`src/rtl/fmad_pkg.sv`:
```
// Purpose: shared constants and types of the flash map access decoder
// Assumes: byte addresses on a 32-bit code space
// Notes:   page geometry and map bases are fixed by the flash layout
package fmad_pkg;

  // page geometry
  localparam int unsigned PAGE_SHIFT     = 10;
  localparam logic [31:0] PAGE_BYTES     = 32'h0000_0400;
  localparam int unsigned MAIN_PAGES_MAX = 32;

  // main block map
  localparam logic [31:0] MAIN_BASE      = 32'h0000_0000;
  localparam logic [31:0] MAIN_LAST_PAGE = 32'h0000_7c00;
  localparam logic [31:0] MAIN_RSVD_BASE = 32'h0000_8000;

  // information block map
  localparam logic [31:0] INFO_BASE      = 32'h0fe0_0000;
  localparam logic [31:0] UD_RSVD_BASE   = 32'h0fe0_0400;
  localparam logic [31:0] LB_BASE        = 32'h0fe0_4000;
  localparam logic [31:0] DI_BASE        = 32'h0fe0_8000;
  localparam logic [31:0] INFO_RSVD_BASE = 32'h0fe1_0000;

  // request kinds
  localparam logic [1:0] KIND_READ  = 2'h0;
  localparam logic [1:0] KIND_WRITE = 2'h1;
  localparam logic [1:0] KIND_ERASE = 2'h2;

  // energy modes
  localparam logic [2:0] MODE_RUN         = 3'h0;
  localparam logic [2:0] MODE_LIGHT_SLEEP = 3'h1;

  // read wait-state threshold and core clock
  localparam int unsigned CORE_CLK_HZ  = 20_000_000;
  localparam int unsigned WS0_MAX_HZ   = 16_000_000;

  // flash pulse lengths in internal oscillator ticks
  localparam logic [15:0] WRITE_TICKS  = 16'h0014;
  localparam logic [15:0] ERASE_TICKS  = 16'h0100;

  // reset values
  localparam logic [31:0] RDATA_RST    = 32'h0000_0000;

  // decoded flash regions
  typedef enum logic [2:0] {
    REG_MAIN,
    REG_UD,
    REG_LB,
    REG_DI,
    REG_RSVD
  } fmad_region_t;

  // controller states
  typedef enum logic [2:0] {
    ST_IDLE,
    ST_READ,
    ST_WRITE,
    ST_ERASE,
    ST_DEV_ERASE
  } fmad_state_t;

endpackage

```
`src/rtl/fmad_flash_map_access_decoder.sv`:
```
// Purpose: flash map decode, access permissions and flash operation timing
// Assumes: one outstanding bus request; osc_tick_in is a synchronous pulse
//          from the internal flash oscillator
// Notes:   no software registers; control levels are plain ports
`timescale 1ns/100ps

// Operation
// - main block up to 32 pages, size parameter
// - all pages 1024 bytes, low ten bits
// - main at zero, reserved from 0x8000
// - user data page at info base, writable
// - user data 1 kB, gap reserved
// - lock page writable, erase by debug only
// - device info page read-only
// - above info block reserved, no content
// - access only in run or light sleep
// - cpu program in run, dma writes also sleep
// - zero wait states up to 16 MHz
// - pulses timed by internal oscillator ticks
// - optional erase abort on interrupt
// - separate write and erase completion events
// - debug device erase clears all main pages
// - device erase leaves user data page alone
// - lock bit zero blocks main page changes
module fmad_flash_map_access_decoder #(
  parameter int unsigned MAIN_PAGES  = fmad_pkg::MAIN_PAGES_MAX,
  parameter int unsigned CORE_HZ     = fmad_pkg::CORE_CLK_HZ,
  parameter logic [15:0] WRITE_TICKS = fmad_pkg::WRITE_TICKS,
  parameter logic [15:0] ERASE_TICKS = fmad_pkg::ERASE_TICKS
) (
  // clock and reset
  input  wire logic        clk_in,
  input  wire logic        nrst_in,
  // bus request
  input  wire logic        req_valid_in,
  input  wire logic [1:0]  req_kind_in,
  input  wire logic [31:0] req_addr_in,
  input  wire logic [31:0] req_wdata_in,
  input  wire logic        req_dma_in,
  input  wire logic        req_debug_in,
  output logic             req_ready_out,
  // bus answer
  output logic             resp_valid_out,
  output logic             resp_err_out,
  output logic [31:0]      resp_rdata_out,
  // system state and options
  input  wire logic [2:0]  energy_mode_in,
  input  wire logic [31:0] page_lock_word_in,
  input  wire logic        erase_abort_en_in,
  input  wire logic        irq_pending_in,
  input  wire logic        osc_tick_in,
  input  wire logic        debug_erase_start_in,
  output logic             debug_erase_busy_out,
  // flash array
  output logic             flash_rd_out,
  output logic             flash_prog_out,
  output logic             flash_erase_out,
  output logic [31:0]      flash_addr_out,
  output logic [31:0]      flash_wdata_out,
  input  wire logic [31:0] flash_rdata_in,
  // completion events
  output logic             write_done_out,
  output logic             erase_done_out
);

  // main block span from the fitted page count
  localparam logic [31:0] MAIN_BYTES =
    32'(MAIN_PAGES) << fmad_pkg::PAGE_SHIFT;
  localparam logic        WAIT_STATE = (CORE_HZ > fmad_pkg::WS0_MAX_HZ);
  localparam logic [4:0]  LAST_PAGE  = 5'(MAIN_PAGES - 1);

  // reset synchroniser
  logic rst_meta_ff;
  logic rst_n_ff;

  // state
  fmad_pkg::fmad_state_t state_ff;
  fmad_pkg::fmad_state_t nxt_state;
  logic [15:0] tick_cnt_ff;
  logic        wait_ff;
  logic [4:0]  dev_page_ff;
  logic        dev_lb_ff;
  logic        resp_valid_ff;
  logic        resp_err_ff;
  logic [31:0] rdata_ff;
  logic        flash_rd_ff;
  logic        flash_prog_ff;
  logic        flash_erase_ff;
  logic [31:0] flash_addr_ff;
  logic [31:0] flash_wdata_ff;
  logic        write_done_ff;
  logic        erase_done_ff;

  // decode of the incoming request
  fmad_pkg::fmad_region_t req_region;
  logic        take_req;
  logic        start_dev;
  logic        refuse;
  logic        pulse_over;
  logic        abort_erase;

  // map an address onto a flash region
  function automatic fmad_pkg::fmad_region_t region_of(input logic [31:0] a);
    fmad_pkg::fmad_region_t r;
    r = fmad_pkg::REG_RSVD;
    if (a < MAIN_BYTES) begin
      r = fmad_pkg::REG_MAIN;
    end else if (a >= fmad_pkg::INFO_BASE && a < fmad_pkg::UD_RSVD_BASE) begin
      r = fmad_pkg::REG_UD;
    end else if (a >= fmad_pkg::LB_BASE && a < fmad_pkg::LB_BASE + fmad_pkg::PAGE_BYTES) begin
      r = fmad_pkg::REG_LB;
    end else if (a >= fmad_pkg::DI_BASE && a < fmad_pkg::DI_BASE + fmad_pkg::PAGE_BYTES) begin
      r = fmad_pkg::REG_DI;
    end
    return r;
  endfunction

  // lock bit of the main page that holds an address
  function automatic logic page_unlocked(input logic [31:0] a, input logic [31:0] page_lock_word);
    return page_lock_word[a[fmad_pkg::PAGE_SHIFT +: 5]];
  endfunction

  // release reset through two flops
  always_ff @(posedge clk_in or negedge nrst_in) begin
    if (!nrst_in) begin
      rst_meta_ff <= 1'b0;
      rst_n_ff    <= 1'b0;
    end else begin
      rst_meta_ff <= 1'b1;
      rst_n_ff    <= rst_meta_ff;
    end
  end

  // device erase wins over a bus request in the same cycle
  assign start_dev     = (state_ff == fmad_pkg::ST_IDLE) && debug_erase_start_in;
  assign req_ready_out = (state_ff == fmad_pkg::ST_IDLE) && !debug_erase_start_in;
  assign take_req      = req_ready_out && req_valid_in;
  assign req_region    = region_of(req_addr_in);

  // permission check, evaluated at the accepting edge
  always_comb begin
    refuse = 1'b0;
    if (req_region == fmad_pkg::REG_RSVD) begin
      refuse = 1'b1;
    end
    if (energy_mode_in != fmad_pkg::MODE_RUN &&
        energy_mode_in != fmad_pkg::MODE_LIGHT_SLEEP) begin
      refuse = 1'b1;
    end
    if (req_kind_in != fmad_pkg::KIND_READ) begin
      // cpu programs only in run; dma may only write, in run or light sleep
      if (!req_debug_in && !req_dma_in && energy_mode_in != fmad_pkg::MODE_RUN) begin
        refuse = 1'b1;
      end
      if (req_dma_in && req_kind_in != fmad_pkg::KIND_WRITE) begin
        refuse = 1'b1;
      end
      if (req_region == fmad_pkg::REG_DI) begin
        refuse = 1'b1;
      end
      if (req_region == fmad_pkg::REG_LB && req_kind_in == fmad_pkg::KIND_ERASE &&
          !req_debug_in) begin
        refuse = 1'b1;
      end
      if (req_region == fmad_pkg::REG_MAIN && !page_unlocked(req_addr_in, page_lock_word_in)) begin
        refuse = 1'b1;
      end
    end
    if (req_kind_in != fmad_pkg::KIND_READ && req_kind_in != fmad_pkg::KIND_WRITE &&
        req_kind_in != fmad_pkg::KIND_ERASE) begin
      refuse = 1'b1;
    end
  end

  // pulse ends on the tick that brings the count to its target
  assign pulse_over  = osc_tick_in && (tick_cnt_ff == 16'h0001);
  // only a plain page erase may be cut short, never the device erase
  assign abort_erase = erase_abort_en_in && irq_pending_in;

  // next state
  always_comb begin
    nxt_state = state_ff;
    unique case (state_ff)
      fmad_pkg::ST_IDLE: begin
        if (start_dev) begin
          nxt_state = fmad_pkg::ST_DEV_ERASE;
        end else if (take_req && !refuse) begin
          if (req_kind_in == fmad_pkg::KIND_READ) begin
            nxt_state = fmad_pkg::ST_READ;
          end else if (req_kind_in == fmad_pkg::KIND_WRITE) begin
            nxt_state = fmad_pkg::ST_WRITE;
          end else begin
            nxt_state = fmad_pkg::ST_ERASE;
          end
        end
      end
      fmad_pkg::ST_READ: begin
        if (!wait_ff) begin
          nxt_state = fmad_pkg::ST_IDLE;
        end
      end
      fmad_pkg::ST_WRITE: begin
        if (pulse_over) begin
          nxt_state = fmad_pkg::ST_IDLE;
        end
      end
      fmad_pkg::ST_ERASE: begin
        if (pulse_over || abort_erase) begin
          nxt_state = fmad_pkg::ST_IDLE;
        end
      end
      fmad_pkg::ST_DEV_ERASE: begin
        if (pulse_over && dev_lb_ff) begin
          nxt_state = fmad_pkg::ST_IDLE;
        end
      end
    endcase
  end

  always_ff @(posedge clk_in or negedge rst_n_ff) begin
    if (!rst_n_ff) begin
      state_ff <= fmad_pkg::ST_IDLE;
    end else begin
      state_ff <= nxt_state;
    end
  end

  // read wait-state flag
  always_ff @(posedge clk_in or negedge rst_n_ff) begin
    if (!rst_n_ff) begin
      wait_ff <= 1'b0;
    end else if (state_ff == fmad_pkg::ST_IDLE) begin
      wait_ff <= WAIT_STATE;
    end else if (state_ff == fmad_pkg::ST_READ) begin
      wait_ff <= 1'b0;
    end
  end

  // oscillator tick counter, reloaded for each pulse
  always_ff @(posedge clk_in or negedge rst_n_ff) begin
    if (!rst_n_ff) begin
      tick_cnt_ff <= 16'h0000;
    end else if (take_req) begin
      tick_cnt_ff <= (req_kind_in == fmad_pkg::KIND_WRITE) ? WRITE_TICKS : ERASE_TICKS;
    end else if (start_dev || (state_ff == fmad_pkg::ST_DEV_ERASE && pulse_over)) begin
      tick_cnt_ff <= ERASE_TICKS;
    end else if (osc_tick_in && tick_cnt_ff != 16'h0000) begin
      tick_cnt_ff <= tick_cnt_ff - 16'h0001;
    end
  end

  // device erase walk: main pages in order, then the lock page
  always_ff @(posedge clk_in or negedge rst_n_ff) begin
    if (!rst_n_ff) begin
      dev_page_ff <= 5'h00;
      dev_lb_ff   <= 1'b0;
    end else if (start_dev) begin
      dev_page_ff <= 5'h00;
      dev_lb_ff   <= 1'b0;
    end else if (state_ff == fmad_pkg::ST_DEV_ERASE && pulse_over) begin
      if (dev_page_ff == LAST_PAGE) begin
        dev_lb_ff <= 1'b1; // user data page is skipped
      end else begin
        dev_page_ff <= dev_page_ff + 5'h01;
      end
    end
  end

  // flash array strobes, address and data
  always_ff @(posedge clk_in or negedge rst_n_ff) begin
    if (!rst_n_ff) begin
      flash_rd_ff    <= 1'b0;
      flash_prog_ff  <= 1'b0;
      flash_erase_ff <= 1'b0;
      flash_addr_ff  <= 32'h0000_0000;
      flash_wdata_ff <= 32'h0000_0000;
    end else begin
      flash_rd_ff    <= (nxt_state == fmad_pkg::ST_READ);
      flash_prog_ff  <= (nxt_state == fmad_pkg::ST_WRITE);
      flash_erase_ff <= (nxt_state == fmad_pkg::ST_ERASE) ||
                        (nxt_state == fmad_pkg::ST_DEV_ERASE);
      if (take_req) begin
        flash_addr_ff  <= req_addr_in;
        flash_wdata_ff <= req_wdata_in;
      end else if (start_dev) begin
        flash_addr_ff <= fmad_pkg::MAIN_BASE;
      end else if (state_ff == fmad_pkg::ST_DEV_ERASE && pulse_over) begin
        // erase addresses are page aligned: low ten bits stay zero
        flash_addr_ff <= (dev_page_ff == LAST_PAGE) ? fmad_pkg::LB_BASE :
                         {22'h000000, dev_page_ff + 5'h01, 5'h00} << 5;
      end
    end
  end

  // bus answer: one-cycle valid, error for refused or aborted work
  always_ff @(posedge clk_in or negedge rst_n_ff) begin
    if (!rst_n_ff) begin
      resp_valid_ff <= 1'b0;
      resp_err_ff   <= 1'b0;
      rdata_ff      <= fmad_pkg::RDATA_RST;
    end else begin
      resp_valid_ff <= 1'b0;
      resp_err_ff   <= 1'b0;
      if (take_req && refuse) begin
        resp_valid_ff <= 1'b1;
        resp_err_ff   <= 1'b1;
      end else if (state_ff == fmad_pkg::ST_READ && !wait_ff) begin
        resp_valid_ff <= 1'b1;
        rdata_ff      <= flash_rdata_in;
      end else if (state_ff == fmad_pkg::ST_WRITE && pulse_over) begin
        resp_valid_ff <= 1'b1;
      end else if (state_ff == fmad_pkg::ST_ERASE && (pulse_over || abort_erase)) begin
        resp_valid_ff <= 1'b1;
        resp_err_ff   <= !pulse_over; // aborted erase reports error
      end
    end
  end

  // completion events, one cycle each
  always_ff @(posedge clk_in or negedge rst_n_ff) begin
    if (!rst_n_ff) begin
      write_done_ff <= 1'b0;
      erase_done_ff <= 1'b0;
    end else begin
      write_done_ff <= (state_ff == fmad_pkg::ST_WRITE) && pulse_over;
      erase_done_ff <= pulse_over && ((state_ff == fmad_pkg::ST_ERASE) ||
                       (state_ff == fmad_pkg::ST_DEV_ERASE && dev_lb_ff));
    end
  end

  // outputs
  assign resp_valid_out       = resp_valid_ff;
  assign resp_err_out         = resp_err_ff;
  assign resp_rdata_out       = rdata_ff;
  assign flash_rd_out         = flash_rd_ff;
  assign flash_prog_out       = flash_prog_ff;
  assign flash_erase_out      = flash_erase_ff;
  assign flash_addr_out       = flash_addr_ff;
  assign flash_wdata_out      = flash_wdata_ff;
  assign write_done_out       = write_done_ff;
  assign erase_done_out       = erase_done_ff;
  assign debug_erase_busy_out = (state_ff == fmad_pkg::ST_DEV_ERASE);

endmodule

```
`config.mk`:
```
export PLATFORM = sky130hd
export DESIGN_NAME = fmad_flash_map_access_decoder
export DESIGN_NICKNAME = d
export VERILOG_FILES = /design/src/rtl/fmad_pkg.sv /design/src/rtl/fmad_flash_map_access_decoder.sv
export SDC_FILE = /design/constraint.sdc
export NUM_CORES = 1
export LEC_CHECK = 0
export BUFFER_PORTS_ARGS = -buffer_cell sky130_fd_sc_hd__buf_4
export CAP_MARGIN = 15
export CORE_UTILIZATION = 30
export DETAILED_ROUTE_END_ITERATION = 6
export GPL_TIMING_DRIVEN = 0
export HOLD_SLACK_MARGIN = 0.12
export PLACE_DENSITY_LB_ADDON = 0.2
export SETUP_SLACK_MARGIN = 0.15
export SLEW_MARGIN = 5
export SYNTH_ARGS = -nofsm -noshare
export SYNTH_HDL_FRONTEND = slang
export SYNTH_SLANG_ARGS = --single-unit
```
`constraint.sdc`:
```
create_clock -name clk_in -period 8.2 [get_ports clk_in]
set_clock_uncertainty 0.1 [all_clocks]
set_input_delay 0.41 -clock clk_in [delete_from_list [all_inputs] [get_ports clk_in]]
set_output_delay 0.41 -clock clk_in [all_outputs]
set_load 0.01 [all_outputs]
```
After elaboration in Yosys (flattened, before gate mapping)
Cells that the tools add are included.
W data, S select, Z words.
{ "totals": {"ff_bits": 131, "in_bits": 142, "output_inout_bits": 105, "wordCells": 147} }
{ "op_classes": {"n_addsub": 2, "n_lt_le_gt_ge": 8, "n_eq_ne": 19, "muxes": 48, "bitwise_logic": 1, "reduce_logical": 52} }
{ "op_table": {"columns": ["operator", "count"], "rows": [
  ["$ge A32 B28 Y1 const B", 3],
  ["$lt A32 B28 Y1 const B", 3],
  ["$mux W32", 3],
  ["$mux W16", 3],
  ["$lt A32 B16 Y1 const B", 1],
  ["$mux W3", 10],
  ["$mux W28", 1],
  ["$logic_and A1 B1 Y1", 27],
  ["$mux W1", 24],
  ["$eq A3 B2 Y1 const B", 6],
  ["$eq A16 B1 Y1 const B", 1],
  ["$reduce_bool A16 Y1", 1],
  ["$sub A16 B1 Y16 const B", 1],
  ["$mux W5", 3],
  ["$pmux W3 S5", 1],
  ["$eq A3 B3 Y1 const B", 3],
  ["$mux W9", 1],
  ["$reduce_bool A3 Y1", 3],
  ["$reduce_bool A2 Y1", 4],
  ["$logic_not A1 Y1", 7],
  ["$eq A3 B1 Y1 const B", 2],
  ["$logic_not A3 Y1", 2],
  ["$lt A5 B6 Y1 const B", 1],
  ["$reduce_and A2 Y1", 3],
  ["12 further kinds", 16]
]} }

Logic depth before layout (Yosys ltp)
{ "depth": {"depth_word": 23, "mapped_depth": 11, "mapped_depth_nobuf": 9} }

Worst setup path before layout
OpenSTA, ideal clock, no wires.
{ "synth_timing": {"path_type": "register to register", "from": "register tick_cnt_ff[1]", "to": "register flash_addr_ff[21] (netlist: flash_addr_out[21])", "setup_ns": 0.126, "t_arrival_ns": 1.986, "t_required_ns": 7.974, "slack_ns": 5.988, "path_stages_with_launch": 11, "n_path_buf": 2, "synth_period_minus_slack_ns": 2.212, "path_cell_list": "dfrtp_1 > inv_1 > ha_1 > nor4bb_1 > nand4_2 > or2_1 > buf_6 > inv_2 > nor3_2 > buf_6 > a221o_1"} }
{ "synth_via": {"elab_chain_len": 4} }
{ "synth_lines": {"columns": ["item", "line", "text"], "rows": [
  ["from (decl)", "fmad_flash_map_access_decoder.sv:79", "logic [15:0] tick_cnt_ff;"],
  ["from (signal assigned)", "fmad_flash_map_access_decoder.sv:244", "tick_cnt_ff <= (req_kind_in == fmad_pkg::KIND_WRITE) ? WRITE_TICKS : ERASE_TICKS;"],
  ["from (signal assigned)", "fmad_flash_map_access_decoder.sv:248", "tick_cnt_ff <= tick_cnt_ff - 16'h0001;"],
  ["$eq A16 B1 Y1", "fmad_flash_map_access_decoder.sv:176", "assign pulse_over = osc_tick_in && (tick_cnt_ff == 16'h0001);"],
  ["$logic_and A1 B1 Y1", "fmad_flash_map_access_decoder.sv:176", null],
  ["$logic_and A1 B1 Y1", "fmad_flash_map_access_decoder.sv:287", "end else if (state_ff == fmad_pkg::ST_DEV_ERASE && pulse_over) begin"],
  ["$reduce_bool A3 Y1 (no line)", null, null],
  ["to (signal assigned)", "fmad_flash_map_access_decoder.sv:283", "flash_addr_ff <= req_addr_in;"],
  ["to (signal assigned)", "fmad_flash_map_access_decoder.sv:286", "flash_addr_ff <= fmad_pkg::MAIN_BASE;"],
  ["to (signal assigned)", "fmad_flash_map_access_decoder.sv:289", "flash_addr_ff <= (dev_page_ff == LAST_PAGE) ? fmad_pkg::LB_BASE :"],
  ["to (decl)", "fmad_flash_map_access_decoder.sv:89", "logic [31:0] flash_addr_ff;"]
]} }
No other way between the ends.
A chain may end at the register's enable or synchronous reset.

Final worst setup path
{ "layout_timing": {"from": "register tick_cnt_ff[1]", "to": "register flash_addr_ff[27] (netlist: flash_addr_out[27])"} }
The elaborated chain is that of the path after synthesis.

==> results_tabular.tex <==
\begin{tabular}{lr}
\hline
Metric & Value \\
\hline
\multicolumn{2}{l}{\textbf{Run status}} \\
\quad Run status & finished clean \\
\multicolumn{2}{l}{\textbf{Global route}} \\
\quad Number of antenna violations at the first check in global routing & 0 \\
\quad Via count of the first global-routing pass & $\sim$5500 \\
\quad Maximum number of pins on one net before global-route repair & 67 \\
\quad GR Layer Usage met2 & approximately 31\% \\
\quad Global-route wire length before repair & 28.0 mm \\
\quad Most used routing layer in global routing & met2 \\
\quad Met3 capacity usage during global routing & between 4 and 5\% \\
\quad Leftover overflow at the end of global routing & 0 \\
\quad Met1 track demand over resource & 21.7\% \\
\quad GR Util All Layers & 17.9\% \\
\multicolumn{2}{l}{\textbf{Logic synthesis}} \\
\quad Mapped cell area & 5900 um2 \\
\quad Number of synthesized flops with an enable pin & 0 \\
\quad Number of warning messages in the yosys log & 0 \\
\quad Average cell area after synthesis & between 10 and 15 um2 \\
\quad Count of state elements after synthesis & 131 \\
\quad Share of flip-flops with an asynchronous set or reset after synthesis & between 90\% and 100\% \\
\quad Post-synth net total & about 680 \\
\quad Sequential area share after synthesis & 55.6\% \\
\quad Number of instances in the synthesized netlist & 528 \\
\quad Most used flip-flop cell after synthesis & sky130\_fd\_sc\_hd\_\_dfrtp\_1 \\
\quad Netlist cell types & 65 \\
\multicolumn{2}{l}{\textbf{Power}} \\
\quad Peak supply drop & between 100 and 150 uV \\
\quad Leakage power of the design & 4.74 nW \\
\quad Final total power & 0.00202 W \\
\quad Power density normalized to cell area & 214 nW/um2 \\
\multicolumn{2}{l}{\textbf{Place}} \\
\quad Area after detailed placement & 8100 um2 \\
\quad \# placed instances & 1034 \\
\quad Worst slack at placement & 5.69 ns \\
\quad DP Wirelength & 13.1 mm \\
\quad Routability congestion estimate & 0.824 \\
\quad Port bufs & 245 \\
\multicolumn{2}{l}{\textbf{Die}} \\
\quad Die W & 142 um \\
\quad Die Ht & about 140 um \\
\quad Placement row count & 50 \\
\quad Starting Density & between 30\% and 40\% \\
\quad Die ar. & 20200 um2 \\
\quad I/O pins & 247 \\
\quad Core area & between 15000 and 20000 um2 \\
\multicolumn{2}{l}{\textbf{Routing}} \\
\quad Average detailed-routed wire length per instance & between 15 and 20 um \\
\quad Number of iterations in the first detailed-routing pass & 4 \\
\quad Routed wire length & 17.8 mm \\
\quad Number of routed nets with antenna violations & 0 \\
\quad DR DRC count & 0 \\
\quad Number of violations reported at the end of detailed-routing iteration 0 & 173 \\
\quad Vias & 5321 \\
\quad Routed vias/inst & 4.70 \\
\multicolumn{2}{l}{\textbf{Cells and area}} \\
\quad Number of antenna repair diodes & 0 \\
\quad Area Overhead vs Synth & 59.7\% \\
\quad Post-route standard cell area excluding fillers & 9420 um2 \\
\quad Highest-count cells in the layout ignoring fill and taps & sky130\_fd\_sc\_hd\_\_buf\_4 (245), sky130\_fd\_sc\_hd\_\_dfrtp\_1 (130), sky130\_fd\_sc\_hd\_\_nand2\_1 (118), sky130\_fd\_sc\_hd\_\_dlygate4sd3\_1 (65), sky130\_fd\_sc\_hd\_\_mux2\_2 (33) \\
\quad Final net count & 1005 \\
\quad Most common library cell in the layout ignoring fill and taps & sky130\_fd\_sc\_hd\_\_buf\_4 \\
\quad Post-route insts no fill & 1131 \\
\quad Proportion of layout cells with a drive suffix above 1 & 39.7\% \\
\multicolumn{2}{l}{\textbf{Critical path}} \\
\quad Endpoint required time on the critical path & between 8 and 9 ns \\
\quad Kind of end point of the critical path & register \\
\quad Signal arrival time at the worst endpoint & 2.80 ns \\
\quad Worst Path Class, Setup & reg2reg \\
\quad Largest driver fanout on the critical path & 10 \\
\quad CP Launch Type & register \\
\multicolumn{2}{l}{\textbf{Clocking}} \\
\quad Number of buffers inserted during clock tree synthesis & 17 \\
\quad Clock slew at reported path FFs & $\sim$0.060 ns \\
\quad CTS Hold Buffers Added & between 60 and 70 \\
\quad Postcts setup bufs & 0 \\
\quad TritonCTS clock tree & yes \\
\quad Clock buffer depth & 2 \\
\quad \# H-tree levels & 4 \\
\quad Skew-Pair Late Insertion Delay & 0.41 ns \\
\quad Clock sink total & 131 \\
\quad CTS root buf & sky130\_fd\_sc\_hd\_\_clkbuf\_16 \\
\quad Post-CTS sizing & 0 \\
\multicolumn{2}{l}{\textbf{Job}} \\
\quad Maximum Capacitance Violations & 0 \\
\multicolumn{2}{l}{\textbf{STA}} \\
\quad Final Hold Vio Count & 0 \\
\quad Max\_slew headroom & 42.9\% \\
\quad Final slew viol count & 0 \\
\quad Setup violators final & 0 \\
\quad Setup repair after global routing missed its margin & false \\
\quad Fin Setup TNS & 0 ns \\
\quad Least-Margin Pin Slew & 0.857 ns \\
\quad Highest Clock Rate & 384 MHz \\
\quad Post-route fraction of the period consumed by the critical path & 31.8\% \\
\quad Final period demand of the worst path & 2.61 ns \\
\quad PnR worst setup slack & 5.59 ns \\
\multicolumn{2}{l}{\textbf{Hold path}} \\
\quad Worst min path class & in2reg \\
\hline
\end{tabular}
==> layer usage <==
metal | up-vias | routed length (um) | part of all wire [%]
met5 | - | 0 | 0
met4 | 0 | 311 | 1.7
met3 | 20 | 1040 | 5.8
met2 | 183 | 9050 | 51
met1 | 2588 | 7420 | 42
li1 | 2530 | - | -
==> stage by stage <==
step                hold WS (ns)  utilization [%]
global route               0.122             49.5
finish                     0.135             49.5
floorplan                 0.0144                -
global placement          0.0936             42.4
CTS                        0.120             49.3
detailed placement        0.0956             42.6
==> area by class of cell <==
| cell class | instances | area [um2] |
|---|---|---|
| multi-input combinational | 362 | 2450 |
| timing repair buffer | 311 | 2520 |
| buffer | 24 | 126 |
| fill | 1733 | 9600 |
| tap | 260 | 325 |
| inverter | 11 | 41.3 |
| sequential | 131 | 3280 |
| clock buffer | 20 | 447 |
| clock inverter | 12 | 228 |
==> cell families after synthesis <==
group / synth area share, %
and+or+nand+nor: 18.2
DFF: 55.6
AOI/OAI and AO/OA: 10.9
muxes: 9.40
buffers and inverters: 2.84
xor gates and xnor gates: 1.93
adders and majority gates: 1.06
other: 0.0636
==> report_power, final <==
group	switching, W	leakage, nW	internal (W)	total, W
Sequential	0.0000805	1.73	0.000725	0.000806
Clock	0.000283	0.325	0.000580	0.000863
Combinational	0.000149	2.68	0.000201	0.000350
Total	0.000512	4.74	0.00151	0.00202
==> worst paths after layout <==
path | start | to | slack (ns) | depth (start not counted)
max reg2reg | tick_cnt_ff[1]$_DFFE_PN0P_ | flash_addr_out[27]$_DFFE_PN0P_ | 5.59 | 10
min reg2reg | rst_meta_ff$_DFF_PN0_ | rst_n_ff$_DFF_PN0_ | 0.25 | 0
max in group asynchronous | rst_n_ff$_DFF_PN0_ | resp_rdata_out[20]$_DFFE_PN0P_ | 6.83 | 1
min | req_addr_in[9] | flash_addr_out[9]$_DFFE_PN0P_ | 0.14 | 2
min in group asynchronous | nrst_in | rst_n_ff$_DFF_PN0_ | 0.23 | 2
max | tick_cnt_ff[1]$_DFFE_PN0P_ | flash_addr_out[27]$_DFFE_PN0P_ | 5.59 | 10
==> synth_stat cells, types with 2 or more instances <==
cell type | count | share of area, %
sky130_fd_sc_hd__nor3b_1 | 2 | 0.25
sky130_fd_sc_hd__or2b_1 | 2 | 0.25
sky130_fd_sc_hd__nand2b_1 | 4 | 0.42
sky130_fd_sc_hd__nand3_1 | 8 | 0.68
sky130_fd_sc_hd__mux4_1 | 2 | 0.89
sky130_fd_sc_hd__and2_1 | 2 | 0.21
sky130_fd_sc_hd__buf_6 | 3 | 0.57
sky130_fd_sc_hd__o21ai_1 | 2 | 0.17
sky130_fd_sc_hd__ha_1 | 5 | 1.1
sky130_fd_sc_hd__nor2_1 | 29 | 1.8
sky130_fd_sc_hd__buf_2 | 11 | 0.93
sky130_fd_sc_hd__nor3_1 | 7 | 0.59
sky130_fd_sc_hd__o21ai_0 | 6 | 0.51
sky130_fd_sc_hd__nor3_2 | 2 | 0.34
sky130_fd_sc_hd__inv_1 | 10 | 0.64
sky130_fd_sc_hd__nand3b_1 | 4 | 0.51
sky130_fd_sc_hd__nor2b_1 | 6 | 0.64
sky130_fd_sc_hd__or4_1 | 4 | 0.51
sky130_fd_sc_hd__a22oi_1 | 4 | 0.51
sky130_fd_sc_hd__dfrtp_1 | 131 | 56
sky130_fd_sc_hd__nor4_1 | 5 | 0.53
sky130_fd_sc_hd__clkbuf_1 | 5 | 0.32
sky130_fd_sc_hd__buf_1 | 5 | 0.32
sky130_fd_sc_hd__a21oi_1 | 17 | 1.4
sky130_fd_sc_hd__xnor2_1 | 7 | 1.0
sky130_fd_sc_hd__o22ai_1 | 3 | 0.32
sky130_fd_sc_hd__mux2i_1 | 4 | 0.68
sky130_fd_sc_hd__nand2_1 | 118 | 7.5
sky130_fd_sc_hd__nor4_2 | 3 | 0.64
sky130_fd_sc_hd__mux2_2 | 33 | 6.3
sky130_fd_sc_hd__o21ai_2 | 2 | 0.30
sky130_fd_sc_hd__xor2_1 | 6 | 0.89
sky130_fd_sc_hd__a31oi_1 | 3 | 0.32
sky130_fd_sc_hd__a22o_1 | 24 | 3.6
sky130_fd_sc_hd__a221o_1 | 7 | 1.2
sky130_fd_sc_hd__mux4_2 | 4 | 1.5
sky130_fd_sc_hd__nand4b_1 | 2 | 0.30
sky130_fd_sc_hd__a211oi_1 | 3 | 0.38
sky130_fd_sc_hd__nand4_1 | 2 | 0.21
sky130_fd_sc_hd__o21bai_1 | 2 | 0.25
sky130_fd_sc_hd__or3_1 | 5 | 0.53
==> worst max-delay path, stage by stage (launching register included) <==
cell and delay [ns]:
sky130_fd_sc_hd__dfrtp_1 0.44, sky130_fd_sc_hd__inv_1 0.11, sky130_fd_sc_hd__ha_1 0.18, sky130_fd_sc_hd__nor4bb_1 0.34, sky130_fd_sc_hd__nand4_2 0.27, sky130_fd_sc_hd__or2_1 0.30, sky130_fd_sc_hd__buf_6 0.15, sky130_fd_sc_hd__inv_2 0.06
sky130_fd_sc_hd__nor3_2 0.06, sky130_fd_sc_hd__buf_6 0.18, sky130_fd_sc_hd__a221o_1 0.29
==> registers in the layout (all words and copies together), names as in the netlist, 3 cells and up <==
name and flops:
flash_addr_out 32, dev_page_ff 5, state_ff 3, tick_cnt_ff 16
resp_rdata_out 32, flash_wdata_out 32
(Power assumes the default switching activity.)
